### config.mk
export PLATFORM = sky130hd
export DESIGN_NAME = pdc_top
export DESIGN_NICKNAME = d
export VERILOG_FILES = /design/src/hw/pdc_pkg.sv /design/src/hw/pdc_top.sv /design/src/hw/pdc_post_div.sv /design/src/hw/pdc_xtal_rom.sv
export VERILOG_INCLUDE_DIRS = /design/src /design/src/hw
export SDC_FILE = /design/constraint.sdc
export NUM_CORES = 1
export LEC_CHECK = 0
export BUFFER_PORTS_ARGS = -buffer_cell sky130_fd_sc_hd__buf_4
export CORE_MARGIN = 2
export CORE_UTILIZATION = 50
export CTS_CLUSTER_SIZE = 8
export DETAILED_ROUTE_END_ITERATION = 10
export PLACE_DENSITY = 0.86
export SLEW_MARGIN = 20
export SYNTH_ARGS = -nofsm -noshare
export SYNTH_HDL_FRONTEND = slang
export SYNTH_SLANG_ARGS = --single-unit
### constraint.sdc
create_clock -name core_clk -period 4.1 [get_ports core_clk]
set_clock_uncertainty 0.2 [all_clocks]
set_input_delay 0.205 -clock core_clk [delete_from_list [all_inputs] [get_ports core_clk]]
set_output_delay 0.205 -clock core_clk [all_outputs]
set_load 0.005 [all_outputs]
### src/hw/pdc_consts.svh
// named field positions, encodings and reset values of the pll config word
`ifndef PDC_CONSTS_SVH
`define PDC_CONSTS_SVH

`define PDC_CFG_RESET 64'h0000_0000_0000_0000
`define PDC_REF_HI 11
`define PDC_REF_LO 0
`define PDC_FBK_HI 37
`define PDC_FBK_LO 24
`define PDC_FBK_A_HI 2
`define PDC_FBK_A_LO 0
`define PDC_FBK_M_HI 13
`define PDC_FBK_M_LO 3
`define PDC_PS1_HI 17
`define PDC_PS1_LO 16
`define PDC_PS2_HI 19
`define PDC_PS2_LO 18
`define PDC_PS3_HI 21
`define PDC_PS3_LO 20
`define PDC_RSV_HI 23
`define PDC_RSV_LO 22
`define PDC_ROM_HI 51
`define PDC_ROM_LO 49
`define PDC_PUMP_HI 53
`define PDC_PUMP_LO 52
`define PDC_POL_BIT 54
`define PDC_XPD_BIT 55
`define PDC_TRIM_HI 59
`define PDC_TRIM_LO 56
`define PDC_FINE_BIT 61

// post divider ratios
`define PDC_DIV_1 4'h1
`define PDC_DIV_2 4'h2
`define PDC_DIV_3 4'h3
`define PDC_DIV_4 4'h4
`define PDC_DIV_5 4'h5
`define PDC_DIV_8 4'h8
`define PDC_TOTAL_RESET 8'h01

// pump current in tenths of a microamp
`define PDC_PUMP_1U5 8'h0F
`define PDC_PUMP_5U 8'h32
`define PDC_PUMP_8U 8'h50
`define PDC_PUMP_24U 8'hF0

// crystal loop divider rom
`define PDC_ROM_R0 12'h001
`define PDC_ROM_R1 12'hC00
`define PDC_ROM_R2 12'hC54
`define PDC_ROM_R3 12'h97E
`define PDC_ROM_R4 12'h9C4
`define PDC_ROM_R5 12'hFA0
`define PDC_ROM_R6 12'hD2F
`define PDC_ROM_OFF 3'h7

// load capacitance in hundredths of a picofarad
`define PDC_CAP_0 12'h3E8
`define PDC_CAP_1 12'h43C
`define PDC_CAP_2 12'h491
`define PDC_CAP_3 12'h4E5
`define PDC_CAP_4 12'h53A
`define PDC_CAP_5 12'h58E
`define PDC_CAP_6 12'h5E2
`define PDC_CAP_7 12'h637
`define PDC_CAP_8 12'h68B
`define PDC_CAP_9 12'h6DF
`define PDC_CAP_A 12'h733
`define PDC_CAP_B 12'h788
`define PDC_CAP_C 12'h7DD
`define PDC_CAP_D 12'h831
`define PDC_CAP_E 12'h885
`define PDC_CAP_F 12'h8DA

`endif

### src/hw/pdc_pkg.sv
// types shared by the pll divider configuration block
package pdc_pkg;

  typedef logic [63:0] pdc_cfg_t;
  typedef logic [11:0] pdc_ref_t;
  typedef logic [13:0] pdc_fbk_t;
  typedef logic [3:0] pdc_ratio_t;
  typedef logic [11:0] pdc_rom_t;

  typedef enum logic [1:0] {
    PDC_XL_OFF = 2'b00,
    PDC_XL_START = 2'b01,
    PDC_XL_RUN = 2'b11
  } pdc_xl_state_t;

endpackage : pdc_pkg

### src/hw/pdc_top.sv
// pll divider and crystal loop configuration decode with divider counters
//
// Summary of operation
// RQ1 - The reference divide ratio is the 12-bit field in bits 11 to 0.
// RQ2 - The feedback ratio is bits 37 to 24, low three bits A, upper M.
// RQ3 - Post stage one, bits 17-16, divides by 1, 2, 4 or 8.
// RQ4 - Post stage two, bits 19-18, divides by 1, 3, 5 or 4.
// RQ5 - Post stage three, bits 21-20, divides by 1, 3, 5 or 4.
// RQ6 - The host writes zero into reserved bits 23 and 22.
// RQ7 - Bits 53-52 pick a crystal pump current of 1.5, 5, 8 or 24 uA.
// RQ8 - Bits 51-49 pick the crystal loop ratio; code 7 stops the oscillator.
// RQ9 - Bit 61 set turns crystal fine tuning on, clear keeps it off.
// RQ10 - Bit 54 inverts crystal tuning polarity, one for the internal one.
// RQ11 - Bit 55 set powers the crystal loop down, clear keeps it running.
// RQ12 - Bits 59-56 pick one of sixteen rising load capacitances.
`timescale 1ns/1ps
`include "pdc_consts.svh"
module pdc_top
  import pdc_pkg::*;
(
  // clock and reset
  input wire logic core_clk,
  input wire logic reset,
  // configuration word from the serial bus front end
  input wire pdc_cfg_t cfg_word,
  input wire logic cfg_load,
  // clock events
  input wire logic ref_pin,
  input wire logic vco_tick,
  input wire logic xtal_tick,
  // reference and feedback dividers
  output pdc_ref_t ref_divide_ratio,
  output pdc_fbk_t feedback_divide_ratio,
  output logic [2:0] fbk_a_count,
  output logic [10:0] fbk_m_count,
  output logic ref_div_pulse,
  output logic fbk_div_pulse,
  // post divider
  output logic [1:0] post_stage_one_sel,
  output logic [1:0] post_stage_two_sel,
  output logic [1:0] post_stage_three_sel,
  output logic [7:0] post_total_ratio,
  output logic post_div_pulse,
  // crystal loop
  output logic [1:0] xtal_loop_pump_current,
  output logic [7:0] pump_tenths_ua,
  output logic [2:0] xtal_loop_ratio_sel,
  output pdc_rom_t xtal_loop_ratio,
  output logic xtal_osc_powerdown,
  output logic xtal_fine_tune_en,
  output logic xtal_tune_polarity,
  output logic xtal_loop_powerdown,
  output logic [3:0] xtal_coarse_trim,
  output logic [11:0] load_cap_centi_pf,
  output logic xtal_div_pulse,
  output logic xtal_loop_active,
  output logic fine_tune_active,
  // status
  output logic cfg_reserved_err
);

  // shared table of the two odd-ratio post stages
  function automatic pdc_ratio_t odd_stage_ratio(input logic [1:0] sel);
    pdc_ratio_t r;
    r = `PDC_DIV_1;
    unique case (sel)
      2'h0: r = `PDC_DIV_1;
      2'h1: r = `PDC_DIV_3;
      2'h2: r = `PDC_DIV_5;
      2'h3: r = `PDC_DIV_4;
    endcase
    return r;
  endfunction : odd_stage_ratio

  // ------------- configuration latch
  pdc_cfg_t cfg_q;
  pdc_cfg_t cfg_d;
  logic restart_q;
  logic restart_d;

  always_comb begin
    cfg_d = cfg_q;
    restart_d = 1'b0;
    if (cfg_load) begin
      cfg_d = cfg_word;
      // counters restart so a new ratio never sees a stale count
      restart_d = 1'b1;
    end
  end

  always_ff @(posedge core_clk) begin
    if (reset) begin
      cfg_q <= `PDC_CFG_RESET;
      restart_q <= 1'b1;
    end else begin
      cfg_q <= cfg_d;
      restart_q <= restart_d;
    end
  end

  // ------------- field decode
  pdc_ref_t ref_ratio;
  pdc_fbk_t fbk_ratio;
  logic [1:0] post_sel [0:2];
  pdc_ratio_t stage_ratio [0:2];
  logic [7:0] total_d;
  logic [7:0] pump_d;
  logic fine_req;
  logic xlpd;
  logic osc_off;
  pdc_rom_t rom_ratio;
  logic [11:0] cap_d;

  assign ref_ratio = cfg_q[`PDC_REF_HI:`PDC_REF_LO]; // RQ1
  assign fbk_ratio = cfg_q[`PDC_FBK_HI:`PDC_FBK_LO]; // RQ2
  assign post_sel[0] = cfg_q[`PDC_PS1_HI:`PDC_PS1_LO];
  assign post_sel[1] = cfg_q[`PDC_PS2_HI:`PDC_PS2_LO];
  assign post_sel[2] = cfg_q[`PDC_PS3_HI:`PDC_PS3_LO];
  assign fine_req = cfg_q[`PDC_FINE_BIT];
  assign xlpd = cfg_q[`PDC_XPD_BIT];

  always_comb begin
    stage_ratio[0] = `PDC_DIV_1;
    unique case (post_sel[0]) // RQ3
      2'h0: stage_ratio[0] = `PDC_DIV_1;
      2'h1: stage_ratio[0] = `PDC_DIV_2;
      2'h2: stage_ratio[0] = `PDC_DIV_4;
      2'h3: stage_ratio[0] = `PDC_DIV_8;
    endcase
    stage_ratio[1] = odd_stage_ratio(post_sel[1]); // RQ4
    stage_ratio[2] = odd_stage_ratio(post_sel[2]); // RQ5
    // widen each factor first: 8 * 5 * 5 does not fit in four bits
    total_d = 8'(stage_ratio[0]) * 8'(stage_ratio[1]) * 8'(stage_ratio[2]);
  end

  always_comb begin
    pump_d = `PDC_PUMP_1U5;
    unique case (cfg_q[`PDC_PUMP_HI:`PDC_PUMP_LO]) // RQ7
      2'h0: pump_d = `PDC_PUMP_1U5;
      2'h1: pump_d = `PDC_PUMP_5U;
      2'h2: pump_d = `PDC_PUMP_8U;
      2'h3: pump_d = `PDC_PUMP_24U;
    endcase
  end

  pdc_xtal_rom u_rom (
    .ratio_sel(cfg_q[`PDC_ROM_HI:`PDC_ROM_LO]), // RQ8
    .trim(cfg_q[`PDC_TRIM_HI:`PDC_TRIM_LO]), // RQ12
    .ratio(rom_ratio),
    .osc_off(osc_off),
    .cap_centi_pf(cap_d)
  );

  // registered copies of every decoded field
  always_ff @(posedge core_clk) begin
    if (reset) begin
      ref_divide_ratio <= 12'h000;
      feedback_divide_ratio <= 14'h0000;
      fbk_a_count <= 3'h0;
      fbk_m_count <= 11'h000;
      post_stage_one_sel <= 2'h0;
      post_stage_two_sel <= 2'h0;
      post_stage_three_sel <= 2'h0;
      post_total_ratio <= `PDC_TOTAL_RESET;
      xtal_loop_pump_current <= 2'h0;
      pump_tenths_ua <= `PDC_PUMP_1U5;
      xtal_loop_ratio_sel <= 3'h0;
      xtal_loop_ratio <= `PDC_ROM_R0;
      xtal_osc_powerdown <= 1'b0;
      xtal_fine_tune_en <= 1'b0;
      xtal_tune_polarity <= 1'b0;
      xtal_loop_powerdown <= 1'b0;
      xtal_coarse_trim <= 4'h0;
      load_cap_centi_pf <= `PDC_CAP_0;
      cfg_reserved_err <= 1'b0;
    end else begin
      ref_divide_ratio <= ref_ratio; // RQ1
      feedback_divide_ratio <= fbk_ratio; // RQ2
      fbk_a_count <= fbk_ratio[`PDC_FBK_A_HI:`PDC_FBK_A_LO]; // RQ2
      fbk_m_count <= fbk_ratio[`PDC_FBK_M_HI:`PDC_FBK_M_LO]; // RQ2
      post_stage_one_sel <= post_sel[0];
      post_stage_two_sel <= post_sel[1];
      post_stage_three_sel <= post_sel[2];
      post_total_ratio <= total_d;
      xtal_loop_pump_current <= cfg_q[`PDC_PUMP_HI:`PDC_PUMP_LO]; // RQ7
      pump_tenths_ua <= pump_d; // RQ7
      xtal_loop_ratio_sel <= cfg_q[`PDC_ROM_HI:`PDC_ROM_LO]; // RQ8
      xtal_loop_ratio <= rom_ratio; // RQ8
      xtal_osc_powerdown <= osc_off; // RQ8
      xtal_fine_tune_en <= fine_req; // RQ9
      xtal_tune_polarity <= cfg_q[`PDC_POL_BIT]; // RQ10
      xtal_loop_powerdown <= xlpd; // RQ11
      xtal_coarse_trim <= cfg_q[`PDC_TRIM_HI:`PDC_TRIM_LO]; // RQ12
      load_cap_centi_pf <= cap_d; // RQ12
      // flagged only; a host breaking this is not corrected
      cfg_reserved_err <= |cfg_q[`PDC_RSV_HI:`PDC_RSV_LO]; // RQ6
    end
  end

  // ------------- ref pin synchroniser
  logic ref_meta_q;
  logic ref_sync_q;
  logic ref_prev_q;
  logic ref_edge;

  always_ff @(posedge core_clk) begin
    if (reset) begin
      ref_meta_q <= 1'b0;
      ref_sync_q <= 1'b0;
      ref_prev_q <= 1'b0;
    end else begin
      ref_meta_q <= ref_pin;
      ref_sync_q <= ref_meta_q;
      ref_prev_q <= ref_sync_q;
    end
  end

  assign ref_edge = ref_sync_q & ~ref_prev_q;

  // ------------- reference and feedback dividers
  // a ratio of zero is treated as one; pins limited to core_clk/2 edges
  logic [11:0] ref_cnt_q;
  logic [11:0] ref_cnt_d;
  logic ref_pls_q;
  logic ref_pls_d;
  logic [13:0] fbk_cnt_q;
  logic [13:0] fbk_cnt_d;
  logic fbk_pls_q;
  logic fbk_pls_d;
  logic post_tick;

  always_comb begin
    ref_cnt_d = ref_cnt_q;
    ref_pls_d = 1'b0;
    fbk_cnt_d = fbk_cnt_q;
    fbk_pls_d = 1'b0;
    if (restart_q) begin
      ref_cnt_d = 12'h000;
      fbk_cnt_d = 14'h0000;
    end else begin
      if (ref_edge) begin
        if (12'(ref_cnt_q + 12'h001) >= ref_ratio) begin // RQ1
          ref_cnt_d = 12'h000;
          ref_pls_d = 1'b1;
        end else begin
          ref_cnt_d = 12'(ref_cnt_q + 12'h001);
        end
      end
      if (post_tick) begin
        if (14'(fbk_cnt_q + 14'h0001) >= fbk_ratio) begin // RQ2
          fbk_cnt_d = 14'h0000;
          fbk_pls_d = 1'b1;
        end else begin
          fbk_cnt_d = 14'(fbk_cnt_q + 14'h0001);
        end
      end
    end
  end

  always_ff @(posedge core_clk) begin
    if (reset) begin
      ref_cnt_q <= 12'h000;
      ref_pls_q <= 1'b0;
      fbk_cnt_q <= 14'h0000;
      fbk_pls_q <= 1'b0;
    end else begin
      ref_cnt_q <= ref_cnt_d;
      ref_pls_q <= ref_pls_d;
      fbk_cnt_q <= fbk_cnt_d;
      fbk_pls_q <= fbk_pls_d;
    end
  end

  assign ref_div_pulse = ref_pls_q;
  assign fbk_div_pulse = fbk_pls_q;

  // ------------- cascaded post dividers
  logic stage_tick [0:3];

  assign stage_tick[0] = vco_tick;

  for (genvar g = 0; g < 3; g++) begin : g_post
    pdc_post_div u_stage (
      .core_clk(core_clk),
      .reset(reset),
      .restart(restart_q),
      .ratio(stage_ratio[g]), // RQ3 RQ4 RQ5
      .tick_in(stage_tick[g]),
      .tick_out(stage_tick[g+1])
    );
  end

  assign post_tick = stage_tick[3];
  assign post_div_pulse = stage_tick[3];

  // ------------- crystal loop divider and run state
  pdc_xl_state_t xl_q;
  pdc_xl_state_t xl_d;
  logic [11:0] xl_cnt_q;
  logic [11:0] xl_cnt_d;
  logic xl_pls_q;
  logic xl_pls_d;
  logic xl_stop;

  // either power-down stops the divider outright
  assign xl_stop = xlpd | osc_off; // RQ8 RQ11

  always_comb begin
    xl_d = xl_q;
    xl_cnt_d = xl_cnt_q;
    xl_pls_d = 1'b0;
    if (xl_stop || restart_q) begin
      xl_cnt_d = 12'h000;
    end else if (xtal_tick) begin
      if (12'(xl_cnt_q + 12'h001) >= rom_ratio) begin // RQ8
        xl_cnt_d = 12'h000;
        xl_pls_d = 1'b1;
      end else begin
        xl_cnt_d = 12'(xl_cnt_q + 12'h001);
      end
    end
    unique case (xl_q)
      PDC_XL_OFF: begin
        if (!xl_stop) begin
          xl_d = PDC_XL_START;
        end
      end
      PDC_XL_START: begin
        if (xl_stop) begin
          xl_d = PDC_XL_OFF; // RQ11
        end else if (xl_pls_q) begin
          xl_d = PDC_XL_RUN;
        end
      end
      PDC_XL_RUN: begin
        if (xl_stop) begin
          xl_d = PDC_XL_OFF; // RQ11
        end
      end
      default: xl_d = PDC_XL_OFF;
    endcase
  end

  always_ff @(posedge core_clk) begin
    if (reset) begin
      xl_q <= PDC_XL_OFF;
      xl_cnt_q <= 12'h000;
      xl_pls_q <= 1'b0;
    end else begin
      xl_q <= xl_d;
      xl_cnt_q <= xl_cnt_d;
      xl_pls_q <= xl_pls_d;
    end
  end

  assign xtal_div_pulse = xl_pls_q;
  assign xtal_loop_active = (xl_q == PDC_XL_RUN);
  // fine tune only acts while the loop is up and enabled
  assign fine_tune_active = xtal_fine_tune_en & (xl_q == PDC_XL_RUN); // RQ9

endmodule : pdc_top

### src/hw/pdc_post_div.sv
// one post divider stage: passes every n-th input tick
`timescale 1ns/1ps
`include "pdc_consts.svh"
module pdc_post_div
  import pdc_pkg::*;
(
  // clock and reset
  input wire logic core_clk,
  input wire logic reset,
  // control
  input wire logic restart,
  input wire pdc_ratio_t ratio,
  // ticks
  input wire logic tick_in,
  output logic tick_out
);

  logic [2:0] cnt_q;
  logic [2:0] cnt_d;
  logic out_q;
  logic out_d;
  logic [2:0] last;

  assign last = 3'(ratio - `PDC_DIV_1);

  always_comb begin
    cnt_d = cnt_q;
    out_d = 1'b0;
    if (restart) begin
      cnt_d = 3'h0;
    end else if (tick_in) begin
      if (cnt_q >= last) begin
        cnt_d = 3'h0;
        out_d = 1'b1;
      end else begin
        cnt_d = 3'(cnt_q + 3'h1);
      end
    end
  end

  always_ff @(posedge core_clk) begin
    if (reset) begin
      cnt_q <= 3'h0;
      out_q <= 1'b0;
    end else begin
      cnt_q <= cnt_d;
      out_q <= out_d;
    end
  end

  assign tick_out = out_q;

endmodule : pdc_post_div

### src/hw/pdc_xtal_rom.sv
// crystal loop divider rom and coarse load capacitance lookup
`timescale 1ns/1ps
`include "pdc_consts.svh"
module pdc_xtal_rom
  import pdc_pkg::*;
(
  // selections
  input wire logic [2:0] ratio_sel,
  input wire logic [3:0] trim,
  // lookups
  output pdc_rom_t ratio,
  output logic osc_off,
  output logic [11:0] cap_centi_pf
);

  always_comb begin
    osc_off = 1'b0;
    unique case (ratio_sel)
      3'h0: ratio = `PDC_ROM_R0;
      3'h1: ratio = `PDC_ROM_R1;
      3'h2: ratio = `PDC_ROM_R2;
      3'h3: ratio = `PDC_ROM_R3;
      3'h4: ratio = `PDC_ROM_R4;
      3'h5: ratio = `PDC_ROM_R5;
      3'h6: ratio = `PDC_ROM_R6;
      3'h7: begin
        // oscillator off: ratio reads R0, divider cleared to zero and stopped
        ratio = `PDC_ROM_R0;
        osc_off = 1'b1;
      end
    endcase
  end

  always_comb begin
    unique case (trim)
      4'h0: cap_centi_pf = `PDC_CAP_0;
      4'h1: cap_centi_pf = `PDC_CAP_1;
      4'h2: cap_centi_pf = `PDC_CAP_2;
      4'h3: cap_centi_pf = `PDC_CAP_3;
      4'h4: cap_centi_pf = `PDC_CAP_4;
      4'h5: cap_centi_pf = `PDC_CAP_5;
      4'h6: cap_centi_pf = `PDC_CAP_6;
      4'h7: cap_centi_pf = `PDC_CAP_7;
      4'h8: cap_centi_pf = `PDC_CAP_8;
      4'h9: cap_centi_pf = `PDC_CAP_9;
      4'hA: cap_centi_pf = `PDC_CAP_A;
      4'hB: cap_centi_pf = `PDC_CAP_B;
      4'hC: cap_centi_pf = `PDC_CAP_C;
      4'hD: cap_centi_pf = `PDC_CAP_D;
      4'hE: cap_centi_pf = `PDC_CAP_E;
      4'hF: cap_centi_pf = `PDC_CAP_F;
    endcase
  end

endmodule : pdc_xtal_rom

==> reports/summary.txt <==
Fillers -> 1,313
Worst r2r src -> cfg_q[16]
Worst relative slew slack -> 0.412
Final ANT Viol Nets -> 0
Share of cells above drive strength 1 -> 0.235
Largest net degree at the start of global routing -> 79
N_diodes -> 0
Final RePlAce weighted congestion -> 0.824
H-Tree Level Count -> 4
Synth async-reset ratio -> 0
Maximum vdd drop -> 0.000300 V
Max_cap viols -> 0
Hold Path Sink -> ref_sync_q
Yosys Warn Count -> 0
Worst setup EP type -> flip-flop
Pwr Density -> 344 nW/um^2
Crit start category -> flip-flop
Layout area overhead -> 29.3%
Via count -> 7,332
Required @ worst endpoint -> 4.19 ns
Tcrit/Tclk final -> 1.10
Die Area -> 19,300 um^2
Crit Reg-Reg Endpoint -> post_total_ratio[7]
Setup TNS -> -0.452 ns
Synthesized area -> 9090 um^2
Drt first-iter violations -> 439
Top_reg_cell synth -> dfxtp_1
Drt via density -> 5.15
TritonRoute pass-1 iters -> 5
Core Region -> 17,900 um^2
RSZ-0062 raised after global routing -> yes
Static Leak -> 5.51 nW
Worst slew pin tran -> 0.882 ns
Clk slew on worst S/H paths -> 0.07 ns
Final Hold Vio Count -> 0
Root buffer cell -> clkbuf_16
Number of synthesized flops with an enable pin -> 0
Hold WS -> 0.255 ns
Num ports -> 176
Min-Delay Path Class -> reg -> reg
Wire per inst -> 15.2 um
Critical path class -> reg -> reg
Pre-CTS WS -> -0.322 ns
Reg2Reg Depth -> 19
Clk Latency, worst-skew pair -> 0.43 ns
Initial antenna violation count -> 0
DP HPWL -> 14,200 um
Worst Hold Depth -> 1
Number of distinct library cells after synthesis -> 54
FF-to-FF setup slack -> -0.39 ns
Status -> finished with violations
Max Buffers Root-to-Sink -> 2
Fin crit period -> 4.49 ns
Chip Width -> 139 um
CTS tree -> done
I/O Buffers -> 157
Final layout net count -> 1,347
GRT Total Usage -> 0.223
Failing checks -> setup timing
Design Area, Final -> 11,700 um^2
Placement Cell Area -> 10,500 um^2
Vias in the first global route -> 7,433
TritonCTS buffer count -> 17
HP Start -> ref_meta_q
Fmax -> 223 MHz
Fin. max-slew vios -> 0
Syn Area/Cell -> 9.25 um^2
Initial Utilization -> 0.508
Register bit total from synthesis -> 188
FP Rows -> 49
CP arrival -> 4.59 ns
Final worst slack -> -0.394 ns
Final Core Density -> 0.656
Final setup fails -> 2
Crit-path max FO -> 4
First-pass GRT wire length -> 35,200 um
Overflow after GRT -> 0
Net Count, Synth -> 1,147
Chip Height -> 139 um
Post-detailed-routing wire length -> 21,700 um
CTS sink count -> 188
Post-synthesis cell count -> 983
Residual DRC -> 0
Seq/Total Area, Yosys -> 0.414
-- metal layers --
| metal | vias to the layer above | wire, um | global-route usage |
|---|---|---|---|
| met5 | - | 0 | 0 |
| met3 | 70 | 799 | 0.0473 |
| met4 | 0 | 764 | 0.109 |
| met2 | 195 | 11200 | 0.393 |
| met1 | 3427 | 8960 | 0.257 |
| li1 | 3640 | - | - |
-- state kept, by name, indices dropped and copies added (netlist names), 9 cells and up --
signal                 flops
cfg_q                     46
fbk_cnt_q                 14
feedback_divide_ratio     14
load_cap_centi_pf         12
ref_cnt_q                 12
ref_divide_ratio          12
xl_cnt_q                  12
xtal_loop_ratio           11
g_post.u_stage.cnt_q       9
-- stage by stage --
step / power (mW) / std cells
global placement: 2.38 / 1336
floorplan: 2.21 / 983
global route: 4.19 / 1425
finish: 4.04 / 1425
CTS: 4.05 / 1422
detailed placement: 2.39 / 1336
-- where the power goes --
| group | internal (mW) | switching [mW] |
|---|---|---|
| logic | 0.250 | 0.226 |
| registers | 1.90 | 0.0453 |
| clock network | 0.900 | 0.723 |
-- cell type report --
cell class | count | area, um^2 | share of cell area
clock buffer | 18 | 429 | 0.0365
clock inverter | 14 | 146 | 0.0125
inverter | 64 | 243 | 0.0207
multi-input combinational | 674 | 4950 | 0.422
sequential | 188 | 3770 | 0.321
tap | 229 | 287 | 0.0244
timing repair buffer | 238 | 1920 | 0.163
-- logic make-up after synthesis --
logic type	count (synthesis)	share of synthesized area
multiplexers	56	0.0631
adder cells (fa/ha/maj)	94	0.135
buffers and inverters	121	0.0639
AND/OR/NAND/NOR	355	0.180
XOR/XNOR	68	0.0655
AO/OA/AOI/OAI	101	0.0785
flip-flops	188	0.414
-- what timing repair did --
item | in CTS | in global routing
hold buffers | 50 | 0
pin swaps | 15 | 24
setup endpoints to repair | 2 | 4
setup buffers | 4 | 5
resized for setup | 14 | 21
hold endpoints to repair | 63 | 0
-- placed cells by master, fill, tap and decap left out, drive strengths merged, types with 24 or more instances in the layout --
master       instances
nor2               184
nand2               46
dfxtp              188
xor2                40
inv                 66
xnor2               28
ha                  87
buf                188
mux2i               55
nor2b               24
dlygate4sd3         50
-- critical path, cell delays in order (launching register included) --
cell      delay [ns]
dfxtp_4         0.37
nand2b_4        0.15
buf_4           0.13
buf_4           0.12
nor2_1          0.11
ha_1            0.25
ha_1            0.36
ha_4            0.21
a211oi_2        0.26
nor2_1          0.10
or3_4           0.34
fa_1            0.56
inv_2           0.05
ha_4            0.26
o21ai_2         0.05
o21bai_1        0.21
a21oi_2         0.11
nor3_2          0.26
o21ai_1         0.09
nor3b_2         0.15
-- worst max path at each step --
stage | from | end | slack (ns) | cells after the start
2_1_floorplan | cfg_q[17] | post_total_ratio[7] | 0.0001 | 18
3_3_place_gp | cfg_q[17] | post_total_ratio[7] | -0.13 | 18
3_5_place_dp | cfg_q[17] | post_total_ratio[7] | -0.32 | 18
4_1_cts | cfg_q[16] | post_total_ratio[7] | -0.29 | 17
5_1_grt | cfg_q[17] | post_total_ratio[7] | -0.50 | 18
6_report | cfg_q[16] | post_total_ratio[7] | -0.39 | 19
-- cells in the mapped netlist, types with 2 or more instances --
| cell | number | area share |
|---|---|---|
| o21ai_0 | 18 | 0.0099 |
| xor2_1 | 40 | 0.039 |
| dfxtp_1 | 188 | 0.41 |
| inv_1 | 64 | 0.026 |
| nor3_1 | 11 | 0.0061 |
| or2_2 | 6 | 0.0041 |
| nor2b_1 | 24 | 0.017 |
| ha_1 | 87 | 0.12 |
| o211a_1 | 2 | 0.0022 |
| fa_1 | 7 | 0.015 |
| o21a_1 | 3 | 0.0025 |
| or3_1 | 2 | 0.0014 |
| buf_2 | 7 | 0.0039 |
| buf_4 | 19 | 0.016 |
| a41oi_1 | 2 | 0.0019 |
| a211oi_1 | 11 | 0.0091 |
| and4_1 | 4 | 0.0039 |
| nand2b_1 | 10 | 0.0069 |
| clkbuf_1 | 25 | 0.010 |
| a22o_2 | 7 | 0.0077 |
| o21bai_1 | 2 | 0.0017 |
| mux2i_1 | 55 | 0.061 |
| a221o_1 | 2 | 0.0022 |
| and3_1 | 16 | 0.011 |
| xnor2_1 | 28 | 0.027 |
| nor3b_1 | 2 | 0.0017 |
| nor2_1 | 184 | 0.076 |
| and2_1 | 18 | 0.012 |
| buf_6 | 4 | 0.0050 |
| nand4_1 | 8 | 0.0055 |
| a211o_1 | 5 | 0.0048 |
| nand2_1 | 46 | 0.019 |
| a21oi_1 | 20 | 0.011 |
| a21o_1 | 18 | 0.015 |
| nand3_1 | 19 | 0.010 |
Power figures use the tool's default switching activity.
